`src/hdl/fdc_param_pkg.sv`:
```
// constants shared by the floppy command parameter decoder
package fdc_param_pkg;
  // apb register byte offsets
  localparam logic [7:0] OFF_CMD = 8'h00;
  localparam logic [7:0] OFF_PARAM = 8'h04;
  localparam logic [7:0] OFF_CONFIG = 8'h08;
  localparam logic [7:0] OFF_PERP = 8'h0C;
  localparam logic [7:0] OFF_SPECIFY = 8'h10;
  localparam logic [7:0] OFF_RESET = 8'h14;
  localparam logic [7:0] OFF_STATUS = 8'h18;
  localparam logic [7:0] OFF_DATA = 8'h1C;
  // command byte field positions
  localparam int CMD_MT_BIT = 7;
  localparam int CMD_DD_BIT = 6;
  localparam int CMD_HEAD_BIT = 2;
  // parameter register fields
  localparam int PAR_N_LSB = 0;
  localparam int PAR_DTL_LSB = 8;
  localparam int PAR_EOT_LSB = 16;
  localparam int PAR_ND_BIT = 24;
  localparam int PAR_RD_BIT = 25;
  // config register fields
  localparam int CFG_THR_LSB = 0;
  localparam int CFG_QDIS_BIT = 4;
  localparam int CFG_SEEK_BIT = 5;
  localparam int CFG_LOCK_BIT = 6;
  localparam int CFG_TRK_LSB = 8;
  // perpendicular register fields
  localparam int PERP_OW_BIT = 4;
  // reset values
  localparam logic [3:0] RST_THR = 4'h0;
  localparam logic RST_QDIS_N = 1'b1;
  localparam logic [7:0] RST_TRK = 8'h00;
  localparam logic RST_SEEK = 1'b0;
  localparam logic [7:0] RST_HLT = 8'h01;
  localparam logic [7:0] RST_HUT = 8'h01;
  // interval tick: 1 us at 100 MHz
  localparam int TICK_NS = 1000;
  localparam int CLK_NS = 10;
  localparam int TICK_CYC = TICK_NS / CLK_NS;
  localparam int SECTOR_BASE = 128;
  localparam logic [2:0] N_MAX = 3'h7;
  typedef enum logic [2:0] {ST_IDLE, ST_SEEK, ST_SETTLE, ST_XFER, ST_HOLD} seq_state_t;
endpackage

```
`src/hdl/fdc_interval_timer.sv`:
```
// down counter paced by a one-cycle tick
`timescale 1ns/10ps
`default_nettype none
module fdc_interval_timer #(
  parameter int WIDTH = 8
) (
  input wire logic clk_sys,
  input wire logic rst,
  input wire logic tick,
  input wire logic load,
  input wire logic [WIDTH-1:0] value,
  output logic done
);
  logic [WIDTH-1:0] cnt_r, cnt_nxt;
  logic run_r, run_nxt;
  logic done_nxt;

  // load wins over counting; zero value ends on first tick
  always_comb begin
    cnt_nxt = cnt_r;
    run_nxt = run_r;
    done_nxt = 1'b0;
    if (load) begin
      cnt_nxt = value;
      run_nxt = 1'b1;
    end else if (run_r && tick) begin
      if (cnt_r <= {{(WIDTH-1){1'b0}}, 1'b1}) begin
        run_nxt = 1'b0;
        done_nxt = 1'b1;
      end else begin
        cnt_nxt = cnt_r - {{(WIDTH-1){1'b0}}, 1'b1};
      end
    end
  end

  always_ff @(posedge clk_sys) begin
    if (rst) begin
      cnt_r <= '0;
      run_r <= 1'b0;
      done <= 1'b0;
    end else begin
      cnt_r <= cnt_nxt;
      run_r <= run_nxt;
      done <= done_nxt;
    end
  end
endmodule
`default_nettype wire

```
`src/hdl/floppy_cmd_param_decode.sv`:
```
// floppy command parameter decoder and transfer sequencer
`timescale 1ns/10ps
`default_nettype none
//////////////////////////////////////////////////////////////////////////////
// Contract
// RQ1 - wait head settle interval after head load before media access
// RQ2 - keep head loaded for release interval after execution, then unload
// RQ3 - lock bit keeps queue and precomp settings across software reset
// RQ4 - density bit one selects double density, zero single density
// RQ5 - both-sides flag spans head 0 first sector to head 1 last
// RQ6 - after last head 0 sector continue on head 1 automatically
// RQ7 - size code zero means 128 bytes, count from short length
// RQ8 - nonzero code gives 128 shl code, codes up to seven
// RQ9 - software avoids impossible size combinations; no guard here
// RQ10 - no-dma flag set raises host interrupt per data byte
// RQ11 - no-dma clear uses request/acknowledge handshake with dma controller
// RQ12 - perpendicular drive bits change only with write-enable bit set
// RQ13 - short length counts bytes passed; remainder read but dropped
// RQ14 - queue disable high bypasses fifo, bytes moved singly
// RQ15 - auto seek enabled seeks to cylinder before read or write
module floppy_cmd_param_decode #(
  parameter int TICK_CYCLES = fdc_param_pkg::TICK_CYC
) (
  input wire logic clk_sys,
  input wire logic rst,
  input wire logic psel,
  input wire logic penable,
  input wire logic pwrite,
  input wire logic [7:0] paddr,
  input wire logic [31:0] pwdata,
  output logic [31:0] prdata,
  output logic pready,
  output logic pslverr,
  input wire logic dack_n,
  input wire logic byte_strobe,
  input wire logic seek_done,
  output logic drq,
  output logic byte_irq,
  output logic head_load,
  output logic seek_req,
  output logic [7:0] seek_cyl,
  output logic head_sel,
  output logic double_density_sel,
  output logic fifo_bypass,
  output logic byte_pass
);
  //////////////////////////////////////////////////////////////////////////
  // register state
  logic [7:0] cmd_r, cmd_nxt;
  logic [7:0] cyl_r, cyl_nxt;
  logic [2:0] size_code_r, size_code_nxt;
  logic [7:0] short_sector_length_r, short_sector_length_nxt;
  logic [7:0] eot_r, eot_nxt;
  logic no_dma_flag_r, no_dma_flag_nxt;
  logic is_read_r, is_read_nxt;
  logic [3:0] queue_threshold_r, queue_threshold_nxt;
  logic queue_disable_n_r, queue_disable_n_nxt;
  logic auto_seek_enable_r, auto_seek_enable_nxt;
  logic lock_r, lock_nxt;
  logic [7:0] precomp_first_track_r, precomp_first_track_nxt;
  logic [3:0] perp_r, perp_nxt;
  logic [7:0] head_settle_interval_r, head_settle_interval_nxt;
  logic [7:0] head_release_interval_r, head_release_interval_nxt;
  logic [31:0] prdata_nxt;
  logic pready_nxt, pslverr_nxt;
  logic start_pulse;

  logic wr_en, rd_en;
  assign wr_en = psel && penable && pwrite && !pready;
  assign rd_en = psel && penable && !pwrite && !pready;

  // sector length in bytes from size code; shared by count and data register read
  function automatic logic [14:0] sector_bytes(input logic [2:0] code);
    sector_bytes = 15'(fdc_param_pkg::SECTOR_BASE) << code; // RQ8
  endfunction

  function automatic logic hit(input logic [7:0] a, input logic [7:0] off);
    hit = (a == off);
  endfunction

  //////////////////////////////////////////////////////////////////////////
  // sequencer state
  fdc_param_pkg::seq_state_t state_r, state_nxt;
  logic [7:0] sector_r, sector_nxt;
  logic head_r, head_nxt;
  logic [14:0] byte_cnt_r, byte_cnt_nxt;
  logic drq_nxt, byte_irq_nxt, head_load_nxt, seek_req_nxt, byte_pass_nxt;
  logic settle_load, release_load, settle_done, release_done;
  logic [$clog2(TICK_CYCLES+1)-1:0] tick_cnt_r, tick_cnt_nxt;
  logic tick_r, tick_nxt;
  logic busy;
  assign busy = (state_r != fdc_param_pkg::ST_IDLE) && (state_r != fdc_param_pkg::ST_HOLD);

  //////////////////////////////////////////////////////////////////////////
  // apb register writes, reads and software reset
  always_comb begin
    cmd_nxt = cmd_r;
    cyl_nxt = cyl_r;
    size_code_nxt = size_code_r;
    short_sector_length_nxt = short_sector_length_r;
    eot_nxt = eot_r;
    no_dma_flag_nxt = no_dma_flag_r;
    is_read_nxt = is_read_r;
    queue_threshold_nxt = queue_threshold_r;
    queue_disable_n_nxt = queue_disable_n_r;
    auto_seek_enable_nxt = auto_seek_enable_r;
    lock_nxt = lock_r;
    precomp_first_track_nxt = precomp_first_track_r;
    perp_nxt = perp_r;
    head_settle_interval_nxt = head_settle_interval_r;
    head_release_interval_nxt = head_release_interval_r;
    start_pulse = 1'b0;
    prdata_nxt = 32'h0000_0000;
    pslverr_nxt = 1'b0;
    pready_nxt = psel && penable && !pready;
    if (wr_en) begin
      if (hit(paddr, fdc_param_pkg::OFF_CMD)) begin
        cmd_nxt = busy ? cmd_r : pwdata[7:0]; // refused command must not disturb the running one
        cyl_nxt = busy ? cyl_r : pwdata[15:8];
        start_pulse = !busy;
        pslverr_nxt = busy; // commands refused mid-transfer
      end else if (hit(paddr, fdc_param_pkg::OFF_PARAM)) begin
        size_code_nxt = pwdata[fdc_param_pkg::PAR_N_LSB +: 3];
        short_sector_length_nxt = pwdata[fdc_param_pkg::PAR_DTL_LSB +: 8];
        eot_nxt = pwdata[fdc_param_pkg::PAR_EOT_LSB +: 8];
        no_dma_flag_nxt = pwdata[fdc_param_pkg::PAR_ND_BIT];
        is_read_nxt = pwdata[fdc_param_pkg::PAR_RD_BIT];
      end else if (hit(paddr, fdc_param_pkg::OFF_CONFIG)) begin
        queue_threshold_nxt = pwdata[fdc_param_pkg::CFG_THR_LSB +: 4];
        queue_disable_n_nxt = pwdata[fdc_param_pkg::CFG_QDIS_BIT];
        auto_seek_enable_nxt = pwdata[fdc_param_pkg::CFG_SEEK_BIT];
        lock_nxt = pwdata[fdc_param_pkg::CFG_LOCK_BIT];
        precomp_first_track_nxt = pwdata[fdc_param_pkg::CFG_TRK_LSB +: 8];
      end else if (hit(paddr, fdc_param_pkg::OFF_PERP)) begin
        if (pwdata[fdc_param_pkg::PERP_OW_BIT])
          perp_nxt = pwdata[3:0]; // RQ12
      end else if (hit(paddr, fdc_param_pkg::OFF_SPECIFY)) begin
        head_settle_interval_nxt = pwdata[7:0];
        head_release_interval_nxt = pwdata[15:8];
      end else if (hit(paddr, fdc_param_pkg::OFF_RESET)) begin
        // software reset; locked settings survive it
        if (pwdata[0] && !lock_r) begin
          queue_threshold_nxt = fdc_param_pkg::RST_THR; // RQ3
          queue_disable_n_nxt = fdc_param_pkg::RST_QDIS_N; // RQ3
          precomp_first_track_nxt = fdc_param_pkg::RST_TRK; // RQ3
        end
      end else begin
        pslverr_nxt = 1'b1;
      end
    end
    if (rd_en) begin
      if (hit(paddr, fdc_param_pkg::OFF_CMD)) begin
        prdata_nxt = {16'h0000, cyl_r, cmd_r};
      end else if (hit(paddr, fdc_param_pkg::OFF_PARAM)) begin
        prdata_nxt = {6'h00, is_read_r, no_dma_flag_r, eot_r, short_sector_length_r, 5'h00, size_code_r};
      end else if (hit(paddr, fdc_param_pkg::OFF_CONFIG)) begin
        prdata_nxt = {16'h0000, precomp_first_track_r, 1'b0, lock_r, auto_seek_enable_r,
                      queue_disable_n_r, queue_threshold_r};
      end else if (hit(paddr, fdc_param_pkg::OFF_PERP)) begin
        prdata_nxt = {28'h0000000, perp_r};
      end else if (hit(paddr, fdc_param_pkg::OFF_SPECIFY)) begin
        prdata_nxt = {16'h0000, head_release_interval_r, head_settle_interval_r};
      end else if (hit(paddr, fdc_param_pkg::OFF_RESET)) begin
        prdata_nxt = 32'h0000_0000;
      end else if (hit(paddr, fdc_param_pkg::OFF_STATUS)) begin
        prdata_nxt = {1'b0, byte_cnt_r, sector_r, 4'h0, head_r, 3'(state_r)};
      end else if (hit(paddr, fdc_param_pkg::OFF_DATA)) begin
        prdata_nxt = {17'h00000, sector_bytes(size_code_r)};
      end else begin
        pslverr_nxt = 1'b1;
      end
    end
  end

  always_ff @(posedge clk_sys) begin
    if (rst) begin
      cmd_r <= 8'h00;
      cyl_r <= 8'h00;
      size_code_r <= 3'h0;
      short_sector_length_r <= 8'h00;
      eot_r <= 8'h00;
      no_dma_flag_r <= 1'b0;
      is_read_r <= 1'b0;
      queue_threshold_r <= fdc_param_pkg::RST_THR;
      queue_disable_n_r <= fdc_param_pkg::RST_QDIS_N;
      auto_seek_enable_r <= fdc_param_pkg::RST_SEEK;
      lock_r <= 1'b0;
      precomp_first_track_r <= fdc_param_pkg::RST_TRK;
      perp_r <= 4'h0;
      head_settle_interval_r <= fdc_param_pkg::RST_HLT;
      head_release_interval_r <= fdc_param_pkg::RST_HUT;
      prdata <= 32'h0000_0000;
      pready <= 1'b0;
      pslverr <= 1'b0;
    end else begin
      cmd_r <= cmd_nxt;
      cyl_r <= cyl_nxt;
      size_code_r <= size_code_nxt;
      short_sector_length_r <= short_sector_length_nxt;
      eot_r <= eot_nxt;
      no_dma_flag_r <= no_dma_flag_nxt;
      is_read_r <= is_read_nxt;
      queue_threshold_r <= queue_threshold_nxt;
      queue_disable_n_r <= queue_disable_n_nxt;
      auto_seek_enable_r <= auto_seek_enable_nxt;
      lock_r <= lock_nxt;
      precomp_first_track_r <= precomp_first_track_nxt;
      perp_r <= perp_nxt;
      head_settle_interval_r <= head_settle_interval_nxt;
      head_release_interval_r <= head_release_interval_nxt;
      prdata <= prdata_nxt;
      pready <= pready_nxt;
      pslverr <= pslverr_nxt;
    end
  end

  //////////////////////////////////////////////////////////////////////////
  // interval tick divider
  always_comb begin
    tick_nxt = 1'b0;
    tick_cnt_nxt = tick_cnt_r + 1'b1;
    if (tick_cnt_r == ($bits(tick_cnt_r))'(TICK_CYCLES - 1)) begin
      tick_cnt_nxt = '0;
      tick_nxt = 1'b1;
    end
  end

  always_ff @(posedge clk_sys) begin
    if (rst) begin
      tick_cnt_r <= '0;
      tick_r <= 1'b0;
    end else begin
      tick_cnt_r <= tick_cnt_nxt;
      tick_r <= tick_nxt;
    end
  end

  fdc_interval_timer #(.WIDTH(8)) settle_timer (
    .clk_sys(clk_sys),
    .rst(rst),
    .tick(tick_r),
    .load(settle_load),
    .value(head_settle_interval_r),
    .done(settle_done)
  );

  fdc_interval_timer #(.WIDTH(8)) release_timer (
    .clk_sys(clk_sys),
    .rst(rst),
    .tick(tick_r),
    .load(release_load),
    .value(head_release_interval_r),
    .done(release_done)
  );

  //////////////////////////////////////////////////////////////////////////
  // transfer sequencer; one byte per strobe or acknowledge
  logic byte_go, last_byte;
  logic [14:0] pass_len;
  // short length only applies to code zero; physical bytes still counted
  assign pass_len = (size_code_r == 3'h0) ? {7'h00, short_sector_length_r} : sector_bytes(size_code_r); // RQ7
  assign last_byte = (byte_cnt_r == sector_bytes(size_code_r) - 15'h0001);
  // dma mode paces on acknowledge, otherwise on host byte strobe
  assign byte_go = no_dma_flag_r ? byte_strobe : (drq && !dack_n); // RQ11

  always_comb begin
    state_nxt = state_r;
    sector_nxt = sector_r;
    head_nxt = head_r;
    byte_cnt_nxt = byte_cnt_r;
    drq_nxt = 1'b0;
    byte_irq_nxt = 1'b0;
    head_load_nxt = head_load;
    seek_req_nxt = 1'b0;
    byte_pass_nxt = 1'b0;
    settle_load = 1'b0;
    release_load = 1'b0;
    case (state_r)
      fdc_param_pkg::ST_IDLE, fdc_param_pkg::ST_HOLD: begin
        if (state_r == fdc_param_pkg::ST_HOLD && release_done) begin
          head_load_nxt = 1'b0; // RQ2
          state_nxt = fdc_param_pkg::ST_IDLE;
        end
        if (start_pulse) begin
          sector_nxt = 8'h01;
          head_nxt = cmd_nxt[fdc_param_pkg::CMD_HEAD_BIT];
          byte_cnt_nxt = 15'h0000;
          if (auto_seek_enable_r) begin
            seek_req_nxt = 1'b1; // RQ15
            state_nxt = fdc_param_pkg::ST_SEEK;
          end else begin
            head_load_nxt = 1'b1;
            settle_load = 1'b1;
            state_nxt = fdc_param_pkg::ST_SETTLE;
          end
        end
      end
      fdc_param_pkg::ST_SEEK: begin
        seek_req_nxt = !seek_done;
        if (seek_done) begin
          head_load_nxt = 1'b1;
          settle_load = 1'b1; // RQ15
          state_nxt = fdc_param_pkg::ST_SETTLE;
        end
      end
      fdc_param_pkg::ST_SETTLE: begin
        if (settle_done)
          state_nxt = fdc_param_pkg::ST_XFER; // RQ1
      end
      fdc_param_pkg::ST_XFER: begin
        // request held until a byte moves; interrupt re-raised per byte
        drq_nxt = !no_dma_flag_r && !byte_go; // RQ11
        byte_irq_nxt = no_dma_flag_r && !byte_go; // RQ10
        if (byte_go) begin
          byte_pass_nxt = byte_cnt_r < pass_len; // RQ13
          byte_cnt_nxt = byte_cnt_r + 15'h0001;
          if (last_byte) begin
            byte_cnt_nxt = 15'h0000;
            if (sector_r != eot_r) begin
              sector_nxt = sector_r + 8'h01;
            end else if (cmd_r[fdc_param_pkg::CMD_MT_BIT] && !head_r) begin
              sector_nxt = 8'h01; // RQ6
              head_nxt = 1'b1; // RQ5
            end else begin
              release_load = 1'b1; // RQ2
              drq_nxt = 1'b0;
              byte_irq_nxt = 1'b0;
              state_nxt = fdc_param_pkg::ST_HOLD;
            end
          end
        end
      end
      default: state_nxt = fdc_param_pkg::ST_IDLE;
    endcase
  end

  always_ff @(posedge clk_sys) begin
    if (rst) begin
      state_r <= fdc_param_pkg::ST_IDLE;
      sector_r <= 8'h00;
      head_r <= 1'b0;
      byte_cnt_r <= 15'h0000;
      drq <= 1'b0;
      byte_irq <= 1'b0;
      head_load <= 1'b0;
      seek_req <= 1'b0;
      byte_pass <= 1'b0;
      seek_cyl <= 8'h00;
      head_sel <= 1'b0;
      double_density_sel <= 1'b0;
      fifo_bypass <= 1'b1;
    end else begin
      state_r <= state_nxt;
      sector_r <= sector_nxt;
      head_r <= head_nxt;
      byte_cnt_r <= byte_cnt_nxt;
      drq <= drq_nxt;
      byte_irq <= byte_irq_nxt;
      head_load <= head_load_nxt;
      seek_req <= seek_req_nxt;
      byte_pass <= byte_pass_nxt;
      seek_cyl <= cyl_r;
      head_sel <= head_nxt;
      double_density_sel <= cmd_r[fdc_param_pkg::CMD_DD_BIT]; // RQ4
      fifo_bypass <= queue_disable_n_r; // RQ14
    end
  end
endmodule
`default_nettype wire

```
`config.mk`:
```
export PLATFORM = sky130hd
export DESIGN_NAME = floppy_cmd_param_decode
export DESIGN_NICKNAME = d
export VERILOG_FILES = /design/src/hdl/fdc_param_pkg.sv /design/src/hdl/fdc_interval_timer.sv /design/src/hdl/floppy_cmd_param_decode.sv
export SDC_FILE = /design/constraint.sdc
export NUM_CORES = 1
export LEC_CHECK = 0
export BUFFER_PORTS_ARGS = -buffer_cell sky130_fd_sc_hd__buf_2
export CAP_MARGIN = 15
export CORE_AREA = 2 2 169 171
export CTS_CLUSTER_DIAMETER = 150
export CTS_CLUSTER_SIZE = 14
export DETAILED_ROUTE_END_ITERATION = 8
export DIE_AREA = 0 0 171 173
export HOLD_SLACK_MARGIN = 0.08
export PLACE_DENSITY_LB_ADDON = 0.08
export SYNTH_ARGS = -nofsm -noshare
export SYNTH_HDL_FRONTEND = slang
export SYNTH_HIERARCHICAL = 1
export SYNTH_SLANG_ARGS = --single-unit
export TNS_END_PERCENT = 5
```
`constraint.sdc`:
```
create_clock -name clk_sys -period 7.45 [get_ports clk_sys]
set_input_delay 1.49 -clock clk_sys [delete_from_list [all_inputs] [get_ports clk_sys]]
set_output_delay 1.49 -clock clk_sys [all_outputs]
set_load 0.02 [all_outputs]
```
Yosys cells after proc, flatten, opt, wreduce, memory -nomap -nowiden
Index checks and enable logic that the tools add are counted.
- bitwise gates (word level): 10
- eq/ne operators: 29
- reduce and logical (&&, ||, !) cells: 61
- $add $sub $neg: 6
- $lt $le $gt $ge: 3
- multiplexer cells: 112
- shift-type cells: 1
- operators with widths (cell ; count):
    $mux W26 ; 5
    $mux W8 ; 16
    $mux W15 ; 5
    $mux W1 ; 60
    $mux W3 ; 11
    $eq A8 B5 Y1 const B ; 4
    $mux W31 ; 1
    $pmux W15 S2 ; 1
    $ne A2 B2 Y1 const B ; 11
    $mux W4 ; 5
    $reduce_and A6 Y1 ; 3
    $eq A8 B4 Y1 const B ; 2
    $le A8 B1 Y1 const B ; 2
    $mux W16 ; 1
    $pmux W8 S2 ; 1
    $reduce_bool A2 Y1 ; 8
    $sub A8 B1 Y8 const B ; 2
    $add A15 B1 Y15 const B ; 1
    $eq A15 B15 Y1 ; 1
    $logic_and A1 B1 Y1 ; 15
    $lt A15 B15 Y1 ; 1
    $shl A8 B3 Y15 const A ; 1
    $sub A15 B1 Y15 const B ; 1
    $reduce_and A7 Y1 ; 2
    other kinds (26) ; 62
- word-level logic and storage cells: 264
- register bits after elaboration: 176

Longest topological paths before layout
- depth in word-level cells: 17
- mapped depth: 13
- gate-level depth less buffers: 11

Hierarchy
The synthesis kept the hierarchy.
- modules (own cells, without submodules) (module ; cells each ; area an instance (um2) ; instances):
    floppy_cmd_param_decode ; 862 ; 7046.8 ; 1
    fdc_interval_timer ; 78 ; 601.8 ; 2

Worst setup path after synthesis
No wires, ideal clock.
- kind: input to register
- start: in paddr[2]
- end: reg settle_timer.cnt_r[0]
- arrival time: 3.457 ns
- setup slack: 3.907 ns
- cell stages on the path: 11
- path buffers: 2
- cell sequence: buf_2 -> nor4_2 -> nand4_1 -> nor2_1 -> a21oi_1 -> nor2_1 -> clkbuf_1 -> nor3_1 -> a31oi_1 -> nor2_1 -> a211oi_1
- longest elaborated chain between the ends: 7
- RTL lines (element ; RTL line ; RTL):
    start: declaration ; floppy_cmd_param_decode.sv:29 ; input wire logic [7:0] paddr,
    $logic_not A8 Y1 * ; floppy_cmd_param_decode.sv:78 ; hit = (a == off);
    $mux W1 * ; floppy_cmd_param_decode.sv:117 ; if (hit(paddr, fdc_param_pkg::OFF_CMD)) begin
    $mux W1 * ; floppy_cmd_param_decode.sv:116 ; if (wr_en) begin
    $mux W1 * ; floppy_cmd_param_decode.sv:284 ; if (start_pulse) begin
    $pmux W1 S2 * ; floppy_cmd_param_decode.sv:278 ; case (state_r)
    via settle_load ; floppy_cmd_param_decode.sv:88 ; logic settle_load, release_load, settle_done, release_done;
    $ne A2 B2 Y1 (no line) or $reduce_bool A2 Y1 (tied branches) ; n/a ;
    $reduce_and A2 Y1 (no line) ; n/a ;
    end signal: assignment ; fdc_interval_timer.sv:42 ; cnt_r <= cnt_nxt;
    end: declaration ; fdc_interval_timer.sv:14 ; logic [WIDTH-1:0] cnt_r, cnt_nxt;
The timed path passes the listed nets; every way through them passes the cells marked *.
A chain may end at the register's enable or synchronous reset.

Worst setup path in the final report
- start: in paddr[3]
- end: reg sector_r[3]
- longest elaborated chain between the ends: 5
- RTL lines (element ; RTL line ; RTL):
    $logic_not A8 Y1 ; floppy_cmd_param_decode.sv:78 ;
    $mux W1 ; floppy_cmd_param_decode.sv:117 ;
    $mux W1 ; floppy_cmd_param_decode.sv:116 ;
    $ne A2 B2 Y1 (no line) ; n/a ;
    $reduce_and A5 Y1 (no line) ; n/a ;
    end signal: assignment ; floppy_cmd_param_decode.sv:354 ; sector_r <= sector_nxt;
    end: declaration ; floppy_cmd_param_decode.sv:84 ; logic [7:0] sector_r, sector_nxt;
Every way passes these cells.

==> qor.yml <==
io_pins: 98
grt_use_total_pct: 20.0
holdPathStages: 1
critical_path.slowest_cell: "nor3_1"
htreeDepth: 4
power_leakage_nw: 3.50
root_buffer: "clkbuf_16"
wl_per_cell_um: 19.9
synth-simple-area-share_pct: 27.3
syn-num-nets: 1087
yosysUniqueCellTypes: 69
grt_pass1_vias: 7369
synth_xor_area_share_pct: 2.65
synth_enable_flop_cells: 0
r2r_cells: 11
gp_congestion: 0.841
outcome: "finished clean"
ys_warn_count: 6
yosysSeqAreaShare_pct: 42.5
start_util_pct: 29.9
die_w_um: 171
portBuffers: 90
worstPathMaxFanout: 8
cts_hold_buf: 0
cp-start-kind: "input port"
crit_chain: "buf_2 -> nor4_1 -> nand2_1 -> nor3_1 -> nor3_1 -> a211o_1"
rsz0062_at_grt: "false"
final.min_clock_period_ns: 3.75
vias_per_cell: 5.23
syn_to_final_growth_pct: 16.7
synth-adder-area-share_pct: 3.18
path_common_cell: "nor3_1"
cts_tree: "built"
grt_antenna_before_repair: 1
syn_area_per_cell_um2: 8.10
die_area_um2: 29600
syn_area_um2: 8250
hpwl_um: 20800
rows: 61
cap_violations: 0
design_area_um2: 9630
grt_remaining_overflow: 0
finalSetupTns_ns: 0
fin_nets: 1146
top_register: "prdata"
dr.pass1.iters: 5
vdd_drop_max_mv: 0.114
rrSetupSlack_ns: 3.90
final_layout_size_suffix_gt1_share_pct: 14.5
setup_violations: 0
hold_class: "flip-flop to flip-flop"
wl_met3_um: 1570
cts_resized: 0
clk_path_buf_depth: 2
reg_top3: "prdata: 31 flops, byte_cnt_r: 15 flops"
core_area_um2: 27600
period_share_pct: 50.4
cp.arrival_ns: 4.08
layout.cells.most_common: "dfxtp_1"
worst-setup-path-type: "input port to flip-flop"
finalHoldViolCount: 0
num_vias: 7683
postPlaceCellArea_um2: 9020
crit_path_end_kind: "flip-flop"
synth_top_family_by_area: "simple AND/OR/NAND/NOR gates"
drt_first_iter_violations: 531
cp_slowest_stage_delay_ns: 0.92
insertion_delay_ns: 0.44
route.detailed.drc: 0
worst_pin_slew_ns: 1.01
timing.hold.ws_ns: 0.445
ys_seq_elements: 175
cts_buffers: 17
power.density_nw_per_um2: 213
ant_nets: 0
worstHoldStart: "tick_cnt_r[0]"
synth_compound_area_share_pct: 19.4
cts_setup_buffers: 0
postSynthCellCount: 1018
reg2reg_from: "size_code_r[2]"
cp_data_required_time_ns: 7.78
grt_pass1_wl_um: 45100
regToRegEndpoint: "release_timer/cnt_r[5]"
top_layer: "met5"
layout_common_cells: "175 x dfxtp_1, 163 x nand2_1, 105 x nor2_1, 89 x buf_2, 87 x a21oi_1"
synthArstFlopShare_pct: 0
dr_wl_met2_um: 12700
relSlewSlack_pct: 32.3
antenna_cells: 0
min_to: "tick_cnt_r[0]"
clk_pin_slew_ns: 0.08
critPathLaunch: "paddr[3]"
synth_mux_area_share_pct: 0.986
drv_slew: 0
grt_start_max_net_pins: 65
largest_reg_flops: 31
finClkSkew_ns: 0.0142
synth_ff_type: "dfxtp_1"
max_freq_mhz: 267
wl_met1_um: 14500
die_height_um: 173
cts.sinks: 175
wirelength_um: 29200
[cell families after synthesis]
family | Yosys count
DFF | 175
AOI/OAI and AO/OA | 238
adders and majority gates | 21
other | 1
and+or+nand+nor | 468
buffers and inverters | 82
muxes | 8
xor gates and xnor gates | 25
[per-stage QoR]
| step | setup slack (ns) | cells | utilization [%] | power [mW] |
|---|---|---|---|---|
| after CTS | 3.77 | 1468 | 34.8 | 2.07 |
| after detailed placement | 3.31 | 1436 | 32.7 | 1.12 |
| after global placement | 3.32 | 1436 | 32.7 | 1.12 |
| final | 3.70 | 1468 | 34.8 | 2.05 |
| after global routing | 3.51 | 1468 | 34.8 | 2.13 |
| after floorplan | 3.91 | 1018 | - | 1.06 |
[per-layer routing]
layer	up-vias	track usage, %
li1	3760	-
met3	21	4.05
met2	193	29.6
met5	-	0
met1	3707	29.5
met4	2	4.66
[report_power, final]
part	leakage (nW)	total, mW	internal (mW)	switching (mW)
registers	1.41	0.961	0.944	0.0167
logic	1.79	0.138	0.0446	0.0935
clock network	0.299	0.949	0.523	0.426
total	3.50	2.05	1.51	0.536
[cell usage after synthesis (all sizes together) (5+ instances only)]
library cell  number  share of area (%)
ha                21                3.2
a211oi             6               0.55
a31oi              9               0.68
nor4              21                1.7
clkbuf            52                2.4
a21o               8               0.73
a21oi             87                5.3
xor2               5               0.53
mux2i              7               0.85
or4                6               0.68
nor2b             22                1.7
nand4             14                1.1
and2               6               0.46
xnor2             20                2.1
dfxtp            175                 42
nand3b             8               0.73
o21ai             22                1.3
inv               20               0.91
or2                9               0.68
nand2            163                7.4
nand2b             9               0.68
o21a               5               0.46
nand3             42                2.5
and3              12               0.91
o31a               6               0.64
a22oi             35                3.2
a311oi             8                1.0
buf               10               0.68
a221oi            11                1.2
nor2             106                4.8
or3                6               0.46
nor3              29                1.9
[how the worst max path moves through the flow]
stage,endpoint,cells after the start
finish,sector_r[3],6
detailed placement,sector_r[3],6
global route,release_timer/cnt_r[1],11
global placement,sector_r[3],6
CTS,sector_r[3],6
floorplan,settle_timer/cnt_r[0],11
[critical path: cells and delay by family]
family	cells	cell delay, ns
buf+inv	1	0.15
compound gates	1	0.35
simple gates	4	2.08
[layout make-up]
class	instances	area, um2
Fill cell	3005	18000
Multi-Input combinational cell	761	4430
Sequential cell	175	3500
Timing Repair Buffer	102	543
Tap cell	378	473
Clock buffer	20	457
Clock inverter	12	149
Inverter	20	75.1
Note: power is estimated with default switching activity, not from simulation.
